===== config.mk =====
export PLATFORM = sky130hd
export DESIGN_NAME = dpa_top
export DESIGN_NICKNAME = d
export VERILOG_FILES = /design/src/rtl/dpa_pkg.sv /design/src/rtl/dpa_side_if.sv /design/src/rtl/dpa_sync.sv /design/src/rtl/dpa_irq_side.sv /design/src/rtl/dpa_top.sv
export SDC_FILE = /design/constraint.sdc
export NUM_CORES = 1
export LEC_CHECK = 0
export BUFFER_PORTS_ARGS = -buffer_cell sky130_fd_sc_hd__buf_4
export CAP_MARGIN = 0
export CORE_UTILIZATION = 40
export CTS_CLUSTER_SIZE = 24
export DETAILED_ROUTE_END_ITERATION = 12
export HOLD_SLACK_MARGIN = 0.02
export PLACE_DENSITY_LB_ADDON = 0.12
export SLEW_MARGIN = 5
export SYNTH_ARGS = -nofsm -noshare
export SYNTH_HDL_FRONTEND = slang
export SYNTH_SLANG_ARGS = --single-unit

===== constraint.sdc =====
create_clock -name sys_clk -period 2.8 [get_ports sys_clk]
set_input_delay 0 -clock sys_clk [delete_from_list [all_inputs] [get_ports sys_clk]]
set_output_delay 0 -clock sys_clk [all_outputs]
set_load 0.005 [all_outputs]

===== src/rtl/dpa_pkg.sv =====
// shared constants and types for the dual parallel port adapter
package dpa_pkg;

   localparam int         DPA_W          = 8;
   localparam int         DPA_SYNC_W     = 35;

   // register-select codes
   localparam logic [1:0] DPA_SEL_PORT_A = 2'h0;
   localparam logic [1:0] DPA_SEL_CTRL_A = 2'h1;
   localparam logic [1:0] DPA_SEL_PORT_B = 2'h2;
   localparam logic [1:0] DPA_SEL_CTRL_B = 2'h3;

   // control register field positions
   localparam int         DPA_CR_EN1     = 0;
   localparam int         DPA_CR_POL1    = 1;
   localparam int         DPA_CR_ACCESS  = 2;
   localparam int         DPA_CR_EN2     = 3;
   localparam int         DPA_CR_POL2    = 4;
   localparam int         DPA_CR_MODE2   = 5;
   localparam int         DPA_CR_CFG_W   = 6;

   // reset values
   localparam logic [7:0] DPA_RST_BYTE   = 8'h00;
   localparam logic [5:0] DPA_RST_CFG    = 6'h00;
   localparam logic [1:0] DPA_RST_FLAGS  = 2'h0;

   // open-drain request pin never drives high
   localparam logic       DPA_IRQ_LEVEL  = 1'b0;

   typedef enum {DPA_PH_LOW, DPA_PH_HIGH} dpa_phase_t;

endpackage


===== src/rtl/dpa_side_if.sv =====
// signals between the bus core and one side's interrupt status logic
`timescale 1ns/10ps
`default_nettype none
interface dpa_side_if;
   import dpa_pkg::*;
   logic                    edge_one;
   logic                    edge_two;
   logic [DPA_CR_CFG_W-1:0] cfg;
   logic                    clear;
   logic [1:0]              flags;
   logic                    irq_n;

   modport core (output edge_one, edge_two, cfg, clear,
                 input  flags, irq_n);
   modport side (input  edge_one, edge_two, cfg, clear,
                 output flags, irq_n);
endinterface
`default_nettype wire


===== src/rtl/dpa_sync.sv =====
// two-stage synchroniser for pin inputs
`timescale 1ns/10ps
`default_nettype none
module dpa_sync
   import dpa_pkg::*;
#(
   parameter int W = DPA_SYNC_W
)
(
   input  wire logic         sys_clk,
   input  wire logic         rst_n,
   input  wire logic [W-1:0] d,
   output var  logic [W-1:0] q
);

   logic [W-1:0] meta_r;
   logic [W-1:0] meta_nxt;
   logic [W-1:0] q_nxt;

   // first stage feeds only the second stage
   always_comb
   begin
      meta_nxt = d;
      q_nxt    = meta_r;
   end

   always_ff @(posedge sys_clk)
   begin
      if (!rst_n)
      begin
         meta_r <= '0;
         q      <= '0;
      end
      else
      begin
         meta_r <= meta_nxt;
         q      <= q_nxt;
      end
   end

endmodule
`default_nettype wire


===== src/rtl/dpa_irq_side.sv =====
// interrupt status logic for one side: edge detect, flags, request
`timescale 1ns/10ps
`default_nettype none
module dpa_irq_side
   import dpa_pkg::*;
(
   input  wire logic sys_clk,
   input  wire logic rst_n,
   dpa_side_if.side  sif
);

   logic [1:0] prev_r;
   logic [1:0] prev_nxt;
   logic [1:0] flag_r;
   logic [1:0] flag_nxt;
   logic       irq_n_r;
   logic       irq_n_nxt;
   logic       act_one;
   logic       act_two;

   always_comb
   begin
      prev_nxt = {sif.edge_one, sif.edge_two};
      // polarity bit one selects rising edge, zero falling
      act_one  = sif.cfg[DPA_CR_POL1] ? (sif.edge_one & ~prev_r[1])
                                      : (~sif.edge_one & prev_r[1]);
      act_two  = sif.cfg[DPA_CR_POL2] ? (sif.edge_two & ~prev_r[0])
                                      : (~sif.edge_two & prev_r[0]);
      // second line only flags while configured as an input
      act_two  = act_two & ~sif.cfg[DPA_CR_MODE2];
      // a new edge beats a clearing read in the same cycle
      flag_nxt[1] = act_one | (flag_r[1] & ~sif.clear);
      flag_nxt[0] = act_two | (flag_r[0] & ~sif.clear);
      // pull low while an enabled flag stands
      irq_n_nxt = ~((flag_nxt[1] & sif.cfg[DPA_CR_EN1]) |
                    (flag_nxt[0] & sif.cfg[DPA_CR_EN2]));
   end

   always_ff @(posedge sys_clk)
   begin
      if (!rst_n)
      begin
         prev_r  <= DPA_RST_FLAGS;
         flag_r  <= DPA_RST_FLAGS;
         irq_n_r <= 1'b1;
      end
      else
      begin
         prev_r  <= prev_nxt;
         flag_r  <= flag_nxt;
         irq_n_r <= irq_n_nxt;
      end
   end

   assign sif.flags = flag_r;
   assign sif.irq_n = irq_n_r;

   ////////////////////////////////////////////////////////////////////////
   flag_on_edge_a : assert property (
      @(posedge sys_clk) disable iff (!rst_n)
      (sif.cfg[DPA_CR_POL1] && sif.edge_one && !prev_r[1]) |=> flag_r[1])
      else $error("edge did not set status flag");

   read_clears_a : assert property (
      @(posedge sys_clk) disable iff (!rst_n)
      (sif.clear && flag_r[1] && !act_one) |=> !flag_r[1])
      else $error("port read did not clear status flag");

   irq_follows_a : assert property (
      @(posedge sys_clk) disable iff (!rst_n)
      irq_n_r == !((flag_r[1] && $past(sif.cfg[DPA_CR_EN1])) ||
                   (flag_r[0] && $past(sif.cfg[DPA_CR_EN2]))))
      else $error("request pin disagrees with flags and enables");

   irq_seen_c : cover property (
      @(posedge sys_clk) disable iff (!rst_n) $fell(irq_n_r));

endmodule
`default_nettype wire


===== src/rtl/dpa_top.sv =====
// dual parallel port adapter: host bus, two peripheral sides
// Behaviour
// - reset low clears control, direction and output registers
// - host transfers happen only around the phase-two clock
// - read/write high reads the device, low writes it
// - each side has an active-low open-drain request output
// - data bus undriven except while selected for a read
// - access needs both high selects high and low select low
// - write data latched in phase two, stored after its fall
// - control bit 2 picks output register (1) or direction (0)
// - select 00 port A, 01 control A, 10 port B, 11 control B
// - direction bit one makes a line output, zero input
// - output lines follow the output register bits
// - host writes all registers, reads control and direction back
// - control bits 6 and 7 show the two interrupt flags
// - side A output register does not touch input lines
// - side A port read returns sampled pin levels
// - read at 00 with control A bit 2 set gives A pins
// - side B read gives register for outputs, pins for inputs
// - status logic flags configured edges on both inputs
// - port read clears both flags of that side
// - request low when flag 7 and bit 0, or 6 and bit 3
// - the two sides hold independent registers and status
`timescale 1ns/10ps
`default_nettype none
module dpa_top
   import dpa_pkg::*;
(
   input  wire logic             sys_clk,
   input  wire logic             rst_n,
   input  wire logic             phase_two,
   input  wire logic             select_high_first,
   input  wire logic             select_high_second,
   input  wire logic             select_low_third_n,
   input  wire logic             reg_pick_low,
   input  wire logic             reg_pick_high,
   input  wire logic             read_not_write,
   input  wire logic [DPA_W-1:0] data_in,
   output var  logic [DPA_W-1:0] data_out,
   output var  logic             data_oe_n,
   input  wire logic [DPA_W-1:0] port_side_a_lines_in,
   output var  logic [DPA_W-1:0] port_side_a_lines_out,
   output var  logic [DPA_W-1:0] port_side_a_lines_oe_n,
   input  wire logic [DPA_W-1:0] port_side_b_lines_in,
   output var  logic [DPA_W-1:0] port_side_b_lines_out,
   output var  logic [DPA_W-1:0] port_side_b_lines_oe_n,
   input  wire logic             edge_input_a_one,
   input  wire logic             edge_input_a_two,
   input  wire logic             edge_input_b_one,
   input  wire logic             edge_input_b_two,
   output var  logic             interrupt_out_side_a_out,
   output var  logic             interrupt_out_side_a_oe_n,
   output var  logic             interrupt_out_side_b_out,
   output var  logic             interrupt_out_side_b_oe_n
);

   ////////////////////////////////////////////////////////////////////////
   // every pin passes two flops before use
   logic [DPA_SYNC_W-1:0] pin_raw;
   logic [DPA_SYNC_W-1:0] pin_s;
   logic                  phi2_s;
   logic                  cs0_s;
   logic                  cs1_s;
   logic                  cs2_n_s;
   logic [1:0]            rs_s;
   logic                  rw_s;
   logic [DPA_W-1:0]      din_s;
   logic [DPA_W-1:0]      pa_s;
   logic [DPA_W-1:0]      pb_s;
   logic [3:0]            edge_s;

   assign pin_raw = {phase_two, select_high_first, select_high_second,
                     select_low_third_n, reg_pick_high, reg_pick_low,
                     read_not_write, data_in, port_side_a_lines_in,
                     port_side_b_lines_in, edge_input_a_one,
                     edge_input_a_two, edge_input_b_one, edge_input_b_two};

   dpa_sync #(
      .W       (DPA_SYNC_W)
   ) u_sync (
      .sys_clk (sys_clk),
      .rst_n   (rst_n),
      .d       (pin_raw),
      .q       (pin_s)
   );

   assign {phi2_s, cs0_s, cs1_s, cs2_n_s, rs_s, rw_s, din_s,
           pa_s, pb_s, edge_s} = pin_s;

   ////////////////////////////////////////////////////////////////////////
   // register state
   dpa_phase_t               ph_r;
   dpa_phase_t               ph_nxt;
   logic                     cap_sel_r;
   logic                     cap_sel_nxt;
   logic                     cap_rw_r;
   logic                     cap_rw_nxt;
   logic [1:0]               cap_rs_r;
   logic [1:0]               cap_rs_nxt;
   logic [DPA_W-1:0]         cap_data_r;
   logic [DPA_W-1:0]         cap_data_nxt;
   logic [DPA_CR_CFG_W-1:0]  cra_r;
   logic [DPA_CR_CFG_W-1:0]  cra_nxt;
   logic [DPA_CR_CFG_W-1:0]  crb_r;
   logic [DPA_CR_CFG_W-1:0]  crb_nxt;
   logic [DPA_W-1:0]         direction_a_r;
   logic [DPA_W-1:0]         direction_a_nxt;
   logic [DPA_W-1:0]         direction_b_r;
   logic [DPA_W-1:0]         direction_b_nxt;
   logic [DPA_W-1:0]         ora_r;
   logic [DPA_W-1:0]         ora_nxt;
   logic [DPA_W-1:0]         orb_r;
   logic [DPA_W-1:0]         orb_nxt;
   logic [DPA_W-1:0]         dout_r;
   logic [DPA_W-1:0]         dout_nxt;
   logic                     doe_n_r;
   logic                     doe_n_nxt;
   logic [DPA_W-1:0]         pa_oe_n_r;
   logic [DPA_W-1:0]         pb_oe_n_r;
   logic                     sel;
   logic                     fall;
   logic                     commit_wr;
   logic                     commit_rd;
   logic                     clear_a;
   logic                     clear_b;
   logic [DPA_W-1:0]         pb_read;

   dpa_side_if sif_a ();
   dpa_side_if sif_b ();

   // each side keeps its own status logic
   dpa_irq_side u_side_a (
      .sys_clk (sys_clk),
      .rst_n   (rst_n),
      .sif     (sif_a)
   );

   dpa_irq_side u_side_b (
      .sys_clk (sys_clk),
      .rst_n   (rst_n),
      .sif     (sif_b)
   );

   assign sif_a.edge_one = edge_s[3];
   assign sif_a.edge_two = edge_s[2];
   assign sif_b.edge_one = edge_s[1];
   assign sif_b.edge_two = edge_s[0];
   assign sif_a.cfg      = cra_r;
   assign sif_b.cfg      = crb_r;
   assign sif_a.clear    = clear_a;
   assign sif_b.clear    = clear_b;

   ////////////////////////////////////////////////////////////////////////
   always_comb
   begin
      // chip select decode
      sel          = cs0_s & cs1_s & ~cs2_n_s;
      ph_nxt       = ph_r;
      fall         = 1'b0;
      cap_sel_nxt  = cap_sel_r;
      cap_rw_nxt   = cap_rw_r;
      cap_rs_nxt   = cap_rs_r;
      cap_data_nxt = cap_data_r;
      // bus cycle framed by phase two
      case (ph_r)
         DPA_PH_LOW:
         begin
            if (phi2_s)
            begin
               ph_nxt = DPA_PH_HIGH;
            end
         end
         DPA_PH_HIGH:
         begin
            if (!phi2_s)
            begin
               ph_nxt = DPA_PH_LOW;
               fall   = 1'b1;
            end
         end
         default:
         begin
            ph_nxt = DPA_PH_LOW;
         end
      endcase
      // latch bus while phase two is high; last sample wins
      if (phi2_s)
      begin
         cap_sel_nxt  = sel;
         cap_rw_nxt   = rw_s;
         cap_rs_nxt   = rs_s;
         cap_data_nxt = din_s;
      end
      // direction read high/low
      commit_wr = fall & cap_sel_r & ~cap_rw_r;
      commit_rd = fall & cap_sel_r & cap_rw_r;
      clear_a   = commit_rd & (cap_rs_r == DPA_SEL_PORT_A) &
                  cra_r[DPA_CR_ACCESS];
      clear_b   = commit_rd & (cap_rs_r == DPA_SEL_PORT_B) &
                  crb_r[DPA_CR_ACCESS];

      cra_nxt  = cra_r;
      crb_nxt  = crb_r;
      direction_a_nxt = direction_a_r;
      direction_b_nxt = direction_b_r;
      ora_nxt  = ora_r;
      orb_nxt  = orb_r;
      // stored only after phase two falls
      if (commit_wr)
      begin
         if (cap_rs_r == DPA_SEL_PORT_A)
         begin
            if (cra_r[DPA_CR_ACCESS])
               ora_nxt = cap_data_r;
            else
               direction_a_nxt = cap_data_r;
         end
         else if (cap_rs_r == DPA_SEL_CTRL_A)
         begin
            // flag bits are read-only
            cra_nxt = cap_data_r[DPA_CR_CFG_W-1:0];
         end
         else if (cap_rs_r == DPA_SEL_PORT_B)
         begin
            if (crb_r[DPA_CR_ACCESS])
               orb_nxt = cap_data_r;
            else
               direction_b_nxt = cap_data_r;
         end
         else
         begin
            crb_nxt = cap_data_r[DPA_CR_CFG_W-1:0];
         end
      end

      // side B outputs read back from the register
      pb_read   = (orb_r & direction_b_r) | (pb_s & ~direction_b_r);
      // drive only while selected for a read in phase two
      doe_n_nxt = ~(phi2_s & sel & rw_s);
      dout_nxt  = dout_r;
      if (phi2_s & sel & rw_s)
      begin
         if (rs_s == DPA_SEL_PORT_A)
         begin
            // pins, not the register, are returned
            dout_nxt = cra_r[DPA_CR_ACCESS] ? pa_s : direction_a_r;
         end
         else if (rs_s == DPA_SEL_CTRL_A)
         begin
            dout_nxt = {sif_a.flags, cra_r};
         end
         else if (rs_s == DPA_SEL_PORT_B)
         begin
            dout_nxt = crb_r[DPA_CR_ACCESS] ? pb_read : direction_b_r;
         end
         else
         begin
            dout_nxt = {sif_b.flags, crb_r};
         end
      end
   end

   ////////////////////////////////////////////////////////////////////////
   always_ff @(posedge sys_clk)
   begin
      if (!rst_n)
      begin
         // everything resets while reset is low, to zero except cap_rw_r and the output enables
         ph_r       <= DPA_PH_LOW;
         cap_sel_r  <= 1'b0;
         cap_rw_r   <= 1'b1;
         cap_rs_r   <= DPA_SEL_PORT_A;
         cap_data_r <= DPA_RST_BYTE;
         cra_r      <= DPA_RST_CFG;
         crb_r      <= DPA_RST_CFG;
         direction_a_r     <= DPA_RST_BYTE;
         direction_b_r     <= DPA_RST_BYTE;
         ora_r      <= DPA_RST_BYTE;
         orb_r      <= DPA_RST_BYTE;
         dout_r     <= DPA_RST_BYTE;
         doe_n_r    <= 1'b1;
         pa_oe_n_r  <= ~DPA_RST_BYTE;
         pb_oe_n_r  <= ~DPA_RST_BYTE;
      end
      else
      begin
         ph_r       <= ph_nxt;
         cap_sel_r  <= cap_sel_nxt;
         cap_rw_r   <= cap_rw_nxt;
         cap_rs_r   <= cap_rs_nxt;
         cap_data_r <= cap_data_nxt;
         cra_r      <= cra_nxt;
         crb_r      <= crb_nxt;
         direction_a_r     <= direction_a_nxt;
         direction_b_r     <= direction_b_nxt;
         ora_r      <= ora_nxt;
         orb_r      <= orb_nxt;
         dout_r     <= dout_nxt;
         doe_n_r    <= doe_n_nxt;
         // direction one enables the driver
         pa_oe_n_r  <= ~direction_a_nxt;
         pb_oe_n_r  <= ~direction_b_nxt;
      end
   end

   // output lines carry the register value when enabled
   assign port_side_a_lines_out     = ora_r;
   assign port_side_a_lines_oe_n    = pa_oe_n_r;
   assign port_side_b_lines_out     = orb_r;
   assign port_side_b_lines_oe_n    = pb_oe_n_r;
   assign data_out                  = dout_r;
   assign data_oe_n                 = doe_n_r;
   // open drain: only ever pulls low
   assign interrupt_out_side_a_out  = DPA_IRQ_LEVEL;
   assign interrupt_out_side_a_oe_n = sif_a.irq_n;
   assign interrupt_out_side_b_out  = DPA_IRQ_LEVEL;
   assign interrupt_out_side_b_oe_n = sif_b.irq_n;

   ////////////////////////////////////////////////////////////////////////
   reset_clears_a : assert property (
      @(posedge sys_clk)
      !rst_n |=> (cra_r == DPA_RST_CFG && ora_r == DPA_RST_BYTE &&
                  direction_a_r == DPA_RST_BYTE && crb_r == DPA_RST_CFG &&
                  direction_b_r == DPA_RST_BYTE && orb_r == DPA_RST_BYTE))
      else $error("registers not cleared by reset");

   bus_drive_a : assert property (
      @(posedge sys_clk) disable iff (!rst_n)
      !doe_n_r |-> $past(phi2_s && sel && rw_s))
      else $error("data bus driven outside a selected read");

   select_gate_a : assert property (
      @(posedge sys_clk) disable iff (!rst_n)
      $past(!cs0_s || !cs1_s || cs2_n_s) |-> doe_n_r)
      else $error("data bus driven without chip select");

   late_store_a : assert property (
      @(posedge sys_clk) disable iff (!rst_n)
      ($changed(ora_r) || $changed(direction_a_r) || $changed(crb_r))
         |-> $past(fall))
      else $error("register changed outside phase-two fall");

   steer_write_a : assert property (
      @(posedge sys_clk) disable iff (!rst_n)
      (commit_wr && cap_rs_r == DPA_SEL_PORT_A && !cra_r[DPA_CR_ACCESS])
         |=> (direction_a_r == $past(cap_data_r)) && $stable(ora_r))
      else $error("direction write went astray");

   dir_enable_a : assert property (
      @(posedge sys_clk) disable iff (!rst_n)
      (pa_oe_n_r == ~direction_a_r) && (pb_oe_n_r == ~direction_b_r))
      else $error("line enables disagree with direction");

   mixed_read_a : assert property (
      @(posedge sys_clk) disable iff (!rst_n)
      (phi2_s && sel && rw_s && rs_s == DPA_SEL_PORT_B &&
       crb_r[DPA_CR_ACCESS]) ##1 $stable(orb_r) && $stable(direction_b_r)
         |-> dout_r == ((orb_r & direction_b_r) | ($past(pb_s) & ~direction_b_r)))
      else $error("side B read returned wrong mix");

   write_seen_c : cover property (
      @(posedge sys_clk) disable iff (!rst_n) commit_wr);

   port_clear_c : cover property (
      @(posedge sys_clk) disable iff (!rst_n) clear_a || clear_b);

   read_seen_c : cover property (
      @(posedge sys_clk) disable iff (!rst_n) $fell(doe_n_r));

endmodule
`default_nettype wire


==> impl_metrics.py, run 1 <==
metrics = {
    "route": {
        "vias_per_cell": 4.781,
        "drt_pass1_iterations": 4,
        "vias": 4002,
        "avgRoutedWirePerCell_um": 14.73,
        "drtIter0Drc": 250,
        "wl_um": 12330,
        "ant_nets": 0,
        "drc": 0,
    },
    "clock_network": {
        "root_buffer": "clkbuf_16",
        "cts_tree": "yes",
        "clock_path_buffers": 2,
        "cts.clk_slew.worst_paths_ps": 60,
        "cts_made_buffers": 17,
        "htree_levels": 4,
        "clk_latency_ps": 420,
        "cts_sinks": 162,
        "cts_setup_buffers": 0,
    },
    "finish": {
        "final_cells": 837,
        "drive_gt1_frac": 0.1872,
        "multiInputGateArea_um2": 2255,
        "final_util": 0.5309,
        "fill_cells": 1280,
        "nets": 685,
        "syn2layout_area_growth_pct": 29.62,
        "register_area_um2": 3243,
        "num_antenna_cells": 0,
    },
    "power_and_ir_drop": {
        "leakagePower_nw": 2.888,
        "p_int_mw": 4.020,
        "swShare": 0.2036,
        "power_per_cell_area_nw_per_um2": 684.9,
        "ir_drop_v": 0.0004174,
        "power_frac_seq": 0.474,
        "combPwrFrac": 0.045,
        "p_clk_frac": 0.480,
        "p_switching_mw": 1.028,
    },
    "sta": {
        "max_freq_mhz": 469.3,
        "tns_ps": 0,
        "hold_violations": 0,
        "finalCritPeriodShare": 0.7609,
        "holdWs_ps": 157.7,
        "setup_viol": 0,
        "worst_pin_slew_ps": 885.6,
        "clock_skew_ps": 6.382,
        "slew_violations": 0,
        "rsz0062_at_grt": "no",
        "period_needed_ps": 2131,
        "relSlewSlack": 0.4096,
    },
    "yosys": {
        "synth_flop_cell": "dfxtp_1",
        "synth_top_area_frac": 0.5704,
        "synthTopCellsByArea": "dfxtp_1 57%, and2_1 8.4%, mux2i_1 7.2%, nor2b_1 3.7%, o21ai_0 2.4%",
        "yosysSeqAreaShare": 0.5704,
        "synth_cells": 537,
        "yosys.area.top_type": "dfxtp_1",
        "synth_edf_count": 0,
        "async_reset_ff_frac": 0,
        "synth-warning-count": 0,
        "synthXorXnorAreaFrac": 0.001540,
        "synth_area_um2": 5685,
        "synth-compound-area-share": 0.1059,
        "muxShareOfSynthArea": 0.07218,
        "yosys.area_share.simple": 0.2069,
        "synth_cell_types": 41,
        "ys_ff_latch": 162,
        "syn_area_per_cell_um2": 10.59,
        "synth_top_family_by_area": "simple AND/OR/NAND/NOR gates",
        "synth_fa_ha_area_frac": 0.008803,
    },
    "setup_path": {
        "critPathKind": "flip-flop to flip-flop",
        "worstPathCellList": "ha_1, nor4bb_1, nand4b_1, nand3_1, o21ai_0",
        "r2r_slack_ps": 670,
        "startpoint": "ph_r[0]",
        "arrival_ps": 2410,
        "slowest_stage": "nand4b_1",
        "required_ps": 3080,
        "critPathLaunchType": "flip-flop",
        "crit_path_end_kind": "flip-flop",
        "cp_slowest_stage_delay_ps": 540,
        "path_max_fanout": 16,
        "reg2reg_from": "ph_r[0]",
    },
    "floorplanning": {
        "coreArea_um2": 13880,
        "rows": 43,
        "die_w_um": 121.2,
        "ios": 82,
        "die_area_um2": 14690,
        "fp.dieH_um": 121.2,
        "initial_core_util": 0.4096,
    },
    "place": {
        "post-dp-hpwl_um": 8245,
        "port_buffers": 79,
        "placed_cells": 770,
        "place_congestion": 0.9449,
    },
    "grt": {
        "antenna_found_initial": 0,
        "grt_pass1_vias": 3856,
        "grt_max_degree": 102,
        "gr-total-overflow": 0,
        "grt_pass1_wl_um": 19810,
        "track_usage": 0.1822,
    },
    "run_status": {
        "status": "finished, final reports clean",
    },
    "hold_path": {
        "hp-class": "input pin to flip-flop",
        "hp-start": "rst_n",
    },
    "job": {
        "drv_cap": 0,
    },
}
-- worst max-delay path: cells and delay by family, from the launching register on --
kind,cells,cell delay (ps)
flip-flops,1,360
AO/OA/AOI/OAI,1,120
adder cells (fa/ha/maj),1,290
AND/OR/NAND/NOR,3,1210
-- synthesized netlist by cell type, types with 4 or more instances --
cell type,instances
a21boi_0,7
a21o_1,7
a21oi_1,8
a221o_1,6
a31o_1,8
a31oi_1,11
and2_1,76
and3b_1,5
buf_1,4
clkbuf_1,23
dfxtp_1,162
ha_1,4
inv_1,6
mux2i_1,41
nand2_1,35
nand2b_1,11
nand3_1,10
nor2_1,10
nor2_4,4
nor2b_1,34
o21ai_0,27
o22ai_1,13
-- layer usage --
layer / track usage / routed length (µm) / up-vias
li1: - / - / 2026
met1: 0.2339 / 5708 / 1868
met2: 0.2911 / 5825 / 90
met3: 0.04464 / 580 / 18
met4: 0.07639 / 218 / 0
met5: 0 / 0 / -
-- state kept, by name, indices dropped and copies added, names as in the netlist, 2 cells and up --
name / flops
u_sync.meta_r: 35
port_side_b_lines_oe_n: 8
crb_r: 6
direction_a_r: 8
u_side_b.sif.flags: 2
cra_r: 6
port_side_b_lines_out: 8
direction_b_r: 8
u_side_a.sif.flags: 2
cap_rs_r: 2
u_sync.q: 35
port_side_a_lines_out: 8
cap_data_r: 8
data_out: 8
port_side_a_lines_oe_n: 8
u_side_a.prev_r: 2
u_side_b.prev_r: 2
-- worst paths after layout --
kind	to	depth (start not counted)
min reg2reg	u_sync.q[3]	1
min	cap_rw_r	2
max reg2reg	port_side_b_lines_out[2]	5
max	port_side_b_lines_out[2]	5
-- kinds of logic (layout without fill, tap and decap cells) --
| logic type | count (synthesis) | after routing |
|---|---|---|
| other | 1 | 2 |
| adders and majority gates | 4 | 4 |
| DFF | 162 | 162 |
| muxes | 41 | 41 |
| and+or+nand+nor | 196 | 196 |
| xor gates and xnor gates | 1 | 1 |
| buffers and inverters | 40 | 159 |
| AOI/OAI and AO/OA | 92 | 92 |
-- stage by stage --
stage	total power, mW	setup slack (ps)	instance area, µm²
floorplan	2.563	509.5	5689
global route	5.241	455.7	7370
CTS	5.103	683.8	7370
detailed placement	2.636	687.3	6391
finish	5.047	669.4	7370
global placement	2.629	806.2	6391
-- placed cells by master, fill, tap and decap left out, drive strengths merged, types with 2 or more instances in the layout --
master,instances
nand3,10
ha,4
clkinv,3
a31oi,11
a221o,6
a21boi,7
a21oi,8
nor3b,2
and2,76
nand2,35
and3,2
conb,2
inv,7
o21ai,27
mux2i,41
nor2,14
bufinv,4
clkinvlp,4
nand2b,11
a21o,7
o22ai,13
dlygate4sd3,35
and3b,5
nor2b,34
buf,86
a31o,8
clkbuf,20
dfxtp,162
nand3b,2
-- power by group through the flow --
stage	Sequential (mW)	Clock, mW	Combinational [mW]
6_report	2.39	2.42	0.228
5_1_grt	2.40	2.59	0.253
4_1_cts	2.39	2.48	0.230
3_5_place_dp	2.44	0	0.191
3_3_place_gp	2.44	0	0.186
2_1_floorplan	2.43	0	0.131
-- area by class of cell --
cell class / instances / area share
Clock buffer: 20 / 0.06061
Sequential cell: 162 / 0.4401
Inverter: 6 / 0.003056
Tap cell: 180 / 0.03056
Multi-Input combinational cell: 336 / 0.3059
Clock inverter: 12 / 0.02462
Timing Repair Buffer: 121 / 0.1351
-- repair_timing --
item | 4_1_cts | 5_1_grt
hold buffers | 35 | 0
resized for setup | 0 | 0
endpoints found under the setup margin | 0 | 0
endpoints found under the hold margin | 35 | 0
(Power assumes the default switching activity.)
==> inputs of run 2 (changes only) <==
- ABC_AREA: default -> 1
- clock period: 2.8 -> 1.9 ns (I/O delays scaled with it)
==> impl_metrics.py, run 2 <==
metrics = {
    "yosys": {
        "synth_top_area_frac": 0.5527,
        "yosysMostFrequentCell": "nand2_1",
        "synthTopCellsByArea": "dfxtp_1 55%, nand2_1 13%, inv_1 9.0%, nor2_1 5.9%, o21ai_0 3.6%",
        "synth-warning-count": 0,
        "synth_cells": 769,
        "synth_edf_count": 0,
        "synth_cell_types": 25,
        "async_reset_ff_frac": 0,
        "ys_ff_latch": 162,
        "yosysSeqAreaShare": 0.5527,
        "synth_area_um2": 5868,
        "synth_commonest_cells": "197 x nand2_1, 162 x dfxtp_1, 140 x inv_1",
        "syn_area_per_cell_um2": 7.631,
        "yosys.area.top_type": "dfxtp_1",
        "synth_flop_cell": "dfxtp_1",
    },
    "grt": {
        "track_usage": 0.1874,
        "grt_max_degree": 74,
        "use_met1": 0.2429,
        "grt_pass1_vias": 4528,
        "grt_use_met3": 0.04843,
        "gr-max-usage-layer": "met2",
        "use_met2": 0.2992,
        "gr-total-overflow": 0,
        "grt_pass1_wl_um": 21420,
        "antenna_found_initial": 0,
    },
    "finish": {
        "final_cells": 1075,
        "final_common_cell": "nand2_1",
        "final_util": 0.5375,
        "stdcell_area_um2": 7577,
        "fill_cells": 1356,
        "nets": 924,
        "reg_top3": "u_sync.meta_r x35, u_sync.q x35",
        "drive_gt1_frac": 0.1587,
        "num_antenna_cells": 0,
        "final_cell_mix": "197 x nand2_1, 162 x dfxtp_1, 140 x inv_1, 93 x nor2_1, 88 x buf_4",
        "syn2layout_area_growth_pct": 29.13,
    },
    "hold_path": {
        "hp-start": "rst_n",
        "holdPathStages": 4,
        "hp-class": "input pin to flip-flop",
        "hold_end": "port_side_a_lines_oe_n[7]",
    },
    "sta": {
        "period_needed_ps": 1640,
        "hold_violations": 0,
        "setup_ws_ps": 259.7,
        "clock_skew_ps": 7.986,
        "max_freq_mhz": 609.6,
        "slew_violations": 0,
        "holdWs_ps": 44.74,
        "setup_viol": 0,
        "finalCritPeriodShare": 0.8633,
        "rsz0062_at_grt": "no",
        "tns_ps": 0,
        "relSlewSlack": 0.5677,
        "worst_pin_slew_ps": 648.5,
    },
    "floorplanning": {
        "coreArea_um2": 14100,
        "initial_core_util": 0.4163,
        "die_area_um2": 15160,
        "rows": 43,
        "die_w_um": 123.1,
        "fp.dieH_um": 123.1,
        "ios": 82,
    },
    "place": {
        "port_buffers": 79,
        "post-dp-hpwl_um": 8948,
        "place_congestion": 0.8620,
        "placed_cells": 1009,
        "dp_slack_ps": 259.6,
        "dpl_cell_area_um2": 6610,
    },
    "clock_network": {
        "cts_made_buffers": 17,
        "cts_sinks": 162,
        "root_buffer": "clkbuf_16",
        "htree_levels": 4,
        "cts_setup_buffers": 0,
        "clock_path_buffers": 2,
        "clk_latency_ps": 420,
        "cts_tree": "yes",
        "cts.clk_slew.worst_paths_ps": 60,
    },
    "setup_path": {
        "path_max_fanout": 9,
        "reg2reg_from": "cap_rs_r[1]",
        "timing.rr.end": "direction_a_r[0]",
        "r2r_cells": 7,
        "required_ps": 2210,
        "critPathKind": "flip-flop to flip-flop",
        "critPathLaunchType": "flip-flop",
        "arrival_ps": 1950,
        "crit_path_end_kind": "flip-flop",
        "r2r_slack_ps": 260,
    },
    "power_and_ir_drop": {
        "leakagePower_nw": 3.957,
        "ir_drop_v": 0.0007431,
        "power_per_cell_area_nw_per_um2": 982.5,
        "power_mw": 7.445,
    },
    "job": {
        "drv_cap": 0,
    },
    "route": {
        "vias": 4788,
        "ant_nets": 0,
        "drc": 0,
        "wl_um": 13000,
        "vias_per_cell": 4.454,
        "drtIter0Drc": 280,
        "drt_pass1_iterations": 5,
        "avgRoutedWirePerCell_um": 12.09,
    },
    "run_status": {
        "status": "finished, final reports clean",
    },
}
-- run 2: critical path, cell delays in order, from the launching register on --
cell and delay [ps]:
dfxtp_1 320, inv_1 80, ha_1 300, nand2_1 140, nor2_4 280, inv_2 190
o21ai_2 170, inv_1 60
-- run 2: how the worst max path moves through the flow --
stage                       from  slack (ps)                   endpoint  depth (start not counted)
floorplan           u_sync.q[34]         150  port_side_b_lines_oe_n[5]                         11
global placement     cap_rs_r[0]         330           direction_a_r[2]                          7
detailed placement   cap_rs_r[0]         260           direction_a_r[3]                          7
CTS                  cap_rs_r[0]         270           direction_a_r[3]                          7
global route         cap_rs_r[1]         110  port_side_b_lines_oe_n[7]                          8
finish               cap_rs_r[1]         260           direction_a_r[0]                          7
-- run 2: cells by family (layout without fill, tap and decap cells) --
family	count (synthesis)	in the layout	synth area share
adders and majority gates	4	4	0.008529
DFF	162	162	0.5527
AOI/OAI and AO/OA	89	89	0.08102
xor gates and xnor gates	1	1	0.001493
other	1	2	0.0006390
buffers and inverters	175	300	0.1185
and+or+nand+nor	337	337	0.2371
-- run 2: where the power goes --
group | internal [mW] | switching, mW | leakage (nW)
combinational | 0.163 | 0.170 | 2.33
clock | 2.26 | 1.31 | 0.303
sequential | 3.49 | 0.0576 | 1.32
total | 5.91 | 1.54 | 3.96
-- run 2: metal layers --
| layer | part of all wire | wire, µm |
|---|---|---|
| met4 | 0.016 | 206 |
| met1 | 0.47 | 6145 |
| met3 | 0.048 | 618 |
| met2 | 0.46 | 6028 |
| met5 | 0 | 0 |
-- run 2: what timing repair did --
action	in CTS	in global routing
resized for setup	0	0
endpoints found under the setup margin	0	0
hold endpoints to repair	35	0
hold buffers	35	0
-- run 2: area by class of cell --
type                    count  area (µm²)  share of cell area
flip-flops and latches    162        3243              0.4280
multi-input cells         433        1933              0.2551
repair buffers            123        1011              0.1334
inverters                 146       548.0             0.07232
clock buffers              21       460.4             0.06077
well taps                 180       225.2             0.02972
clock inverters            10       156.4             0.02064
==> inputs of run 3 (changes only) <==
- PLACE_DENSITY_LB_ADDON: 0.12 -> default
==> impl_metrics.py, run 3 (synthesis results as in run 2) <==
metrics = {
    "clock_network": {
        "clock_path_buffers": 2,
        "clk_latency_ps": 430,
        "cts_sinks": 162,
        "cts.clk_slew.worst_paths_ps": 60,
        "cts_made_buffers": 17,
        "root_buffer": "clkbuf_16",
        "htree_levels": 4,
        "cts_tree": "yes",
    },
    "setup_path": {
        "crit_path_end_kind": "flip-flop",
        "critPathLaunchType": "flip-flop",
        "reg2reg_from": "cap_rs_r[0]",
        "critPathKind": "flip-flop to flip-flop",
        "startpoint": "cap_rs_r[0]",
        "required_ps": 2250,
        "arrival_ps": 2020,
        "path_max_fanout": 6,
    },
    "grt": {
        "grt_max_degree": 62,
        "grt_pass1_vias": 4252,
        "gr-total-overflow": 0,
        "antenna_found_initial": 0,
        "track_usage": 0.1882,
        "grt_pass1_wl_um": 21000,
    },
    "finish": {
        "drive_gt1_frac": 0.1626,
        "final_util": 0.5462,
        "syn2layout_area_growth_pct": 31.22,
        "final_common_cell": "nand2_1",
        "reg_top3": "u_sync.meta_r x35, u_sync.q x35",
        "final_cell_mix": "197 x nand2_1, 162 x dfxtp_1, 140 x inv_1, 93 x nor2_1, 91 x buf_4",
        "num_antenna_cells": 0,
        "nets": 938,
        "fill_cells": 1353,
    },
    "floorplanning": {
        "coreArea_um2": 14100,
        "initial_core_util": 0.4163,
        "die_w_um": 123.1,
        "fp.dieH_um": 123.1,
        "die_area_um2": 15160,
        "rows": 43,
        "ios": 82,
    },
    "sta": {
        "setup_viol": 0,
        "finalCritPeriodShare": 0.8749,
        "rsz0062_at_grt": "no",
        "holdWs_ps": 292.5,
        "max_freq_mhz": 601.5,
        "hold_violations": 0,
        "period_needed_ps": 1662,
        "clock_skew_ps": 16.24,
        "tns_ps": 0,
        "slew_violations": 0,
    },
    "power_and_ir_drop": {
        "p_clk_frac": 0.466,
        "p_int_mw": 5.716,
        "ir_drop_v": 0.0008002,
        "p_switching_mw": 1.596,
        "power_per_cell_area_nw_per_um2": 949.6,
        "swShare": 0.2183,
        "power_frac_seq": 0.485,
        "leakagePower_nw": 3.990,
        "power_mw": 7.312,
        "combPwrFrac": 0.049,
    },
    "route": {
        "vias": 4803,
        "drtIter0Drc": 302,
        "ant_nets": 0,
        "vias_per_cell": 4.406,
        "drc": 0,
        "avgRoutedWirePerCell_um": 12.20,
        "drt_pass1_iterations": 8,
        "wl_um": 13300,
    },
    "place": {
        "port_buffers": 79,
        "place_congestion": 0.8291,
        "post-dp-hpwl_um": 8877,
    },
    "hold_path": {
        "hp-class": "input pin to flip-flop",
        "hp-start": "port_side_a_lines_in[3]",
    },
    "job": {
        "drv_cap": 0,
    },
    "run_status": {
        "status": "finished, final reports clean",
    },
}
## run 3: through the flow
step / setup WS [ps] / std cells / cell area (µm²)
after global placement: 310.2 / 1013 / 6653
after floorplan: 147.3 / 770 / 5872
after global routing: 104.7 / 1090 / 7700
after detailed placement: 262.1 / 1013 / 6653
final: 237.6 / 1090 / 7700
after CTS: 231.5 / 1090 / 7700
## run 3: path summary, 6_finish.rpt
path	end	slack [ps]	depth (start not counted)
max reg2reg	port_side_a_lines_out[7]	240	7
max	port_side_a_lines_out[7]	240	7
min reg2reg	u_sync.q[21]	410	2
min	u_sync.meta_r[15]	290	4
## run 3: routing by layer
layer,up-vias,routed length [µm],part of all wire,global-route usage
met4,0,141,0.011,0.05949
met3,11,639,0.048,0.05258
li1,2542,-,-,-
met2,100,6274,0.47,0.2982
met5,-,0,0,0
met1,2150,6244,0.47,0.2475
## run 3: final cells by class
cell class / count / area [µm²] / share of cell area
repair buffers: 137 / 1154 / 0.1498
flip-flops and latches: 162 / 3243 / 0.4212
inverters: 146 / 548.0 / 0.07117
clock inverters: 11 / 126.4 / 0.01641
well taps: 180 / 225.2 / 0.02925
clock buffers: 21 / 470.5 / 0.06110
multi-input cells: 433 / 1933 / 0.2511
## run 3: power by group through the flow
stage	Clock, mW	Combinational (mW)	Sequential, mW
3_3_place_gp	0	0.282	3.62
5_1_grt	3.61	0.408	3.56
2_1_floorplan	0	0.183	3.60
6_report	3.41	0.359	3.55
3_5_place_dp	0	0.288	3.62
4_1_cts	3.46	0.360	3.55
## run 3: timing repair
item | 4_1_cts | 5_1_grt
endpoints found under the hold margin | 58 | 0
resized for setup | 0 | 0
setup buffers | 0 | 0
hold buffers | 45 | 0
## run 3: worst max-delay path: stages (launching register included)
cell     delay (ps)
dfxtp_1         320
inv_1            80
ha_1            290
nand2_1         130
nor2_1          360
buf_4           210
o21ai_0          70
a21oi_1         130
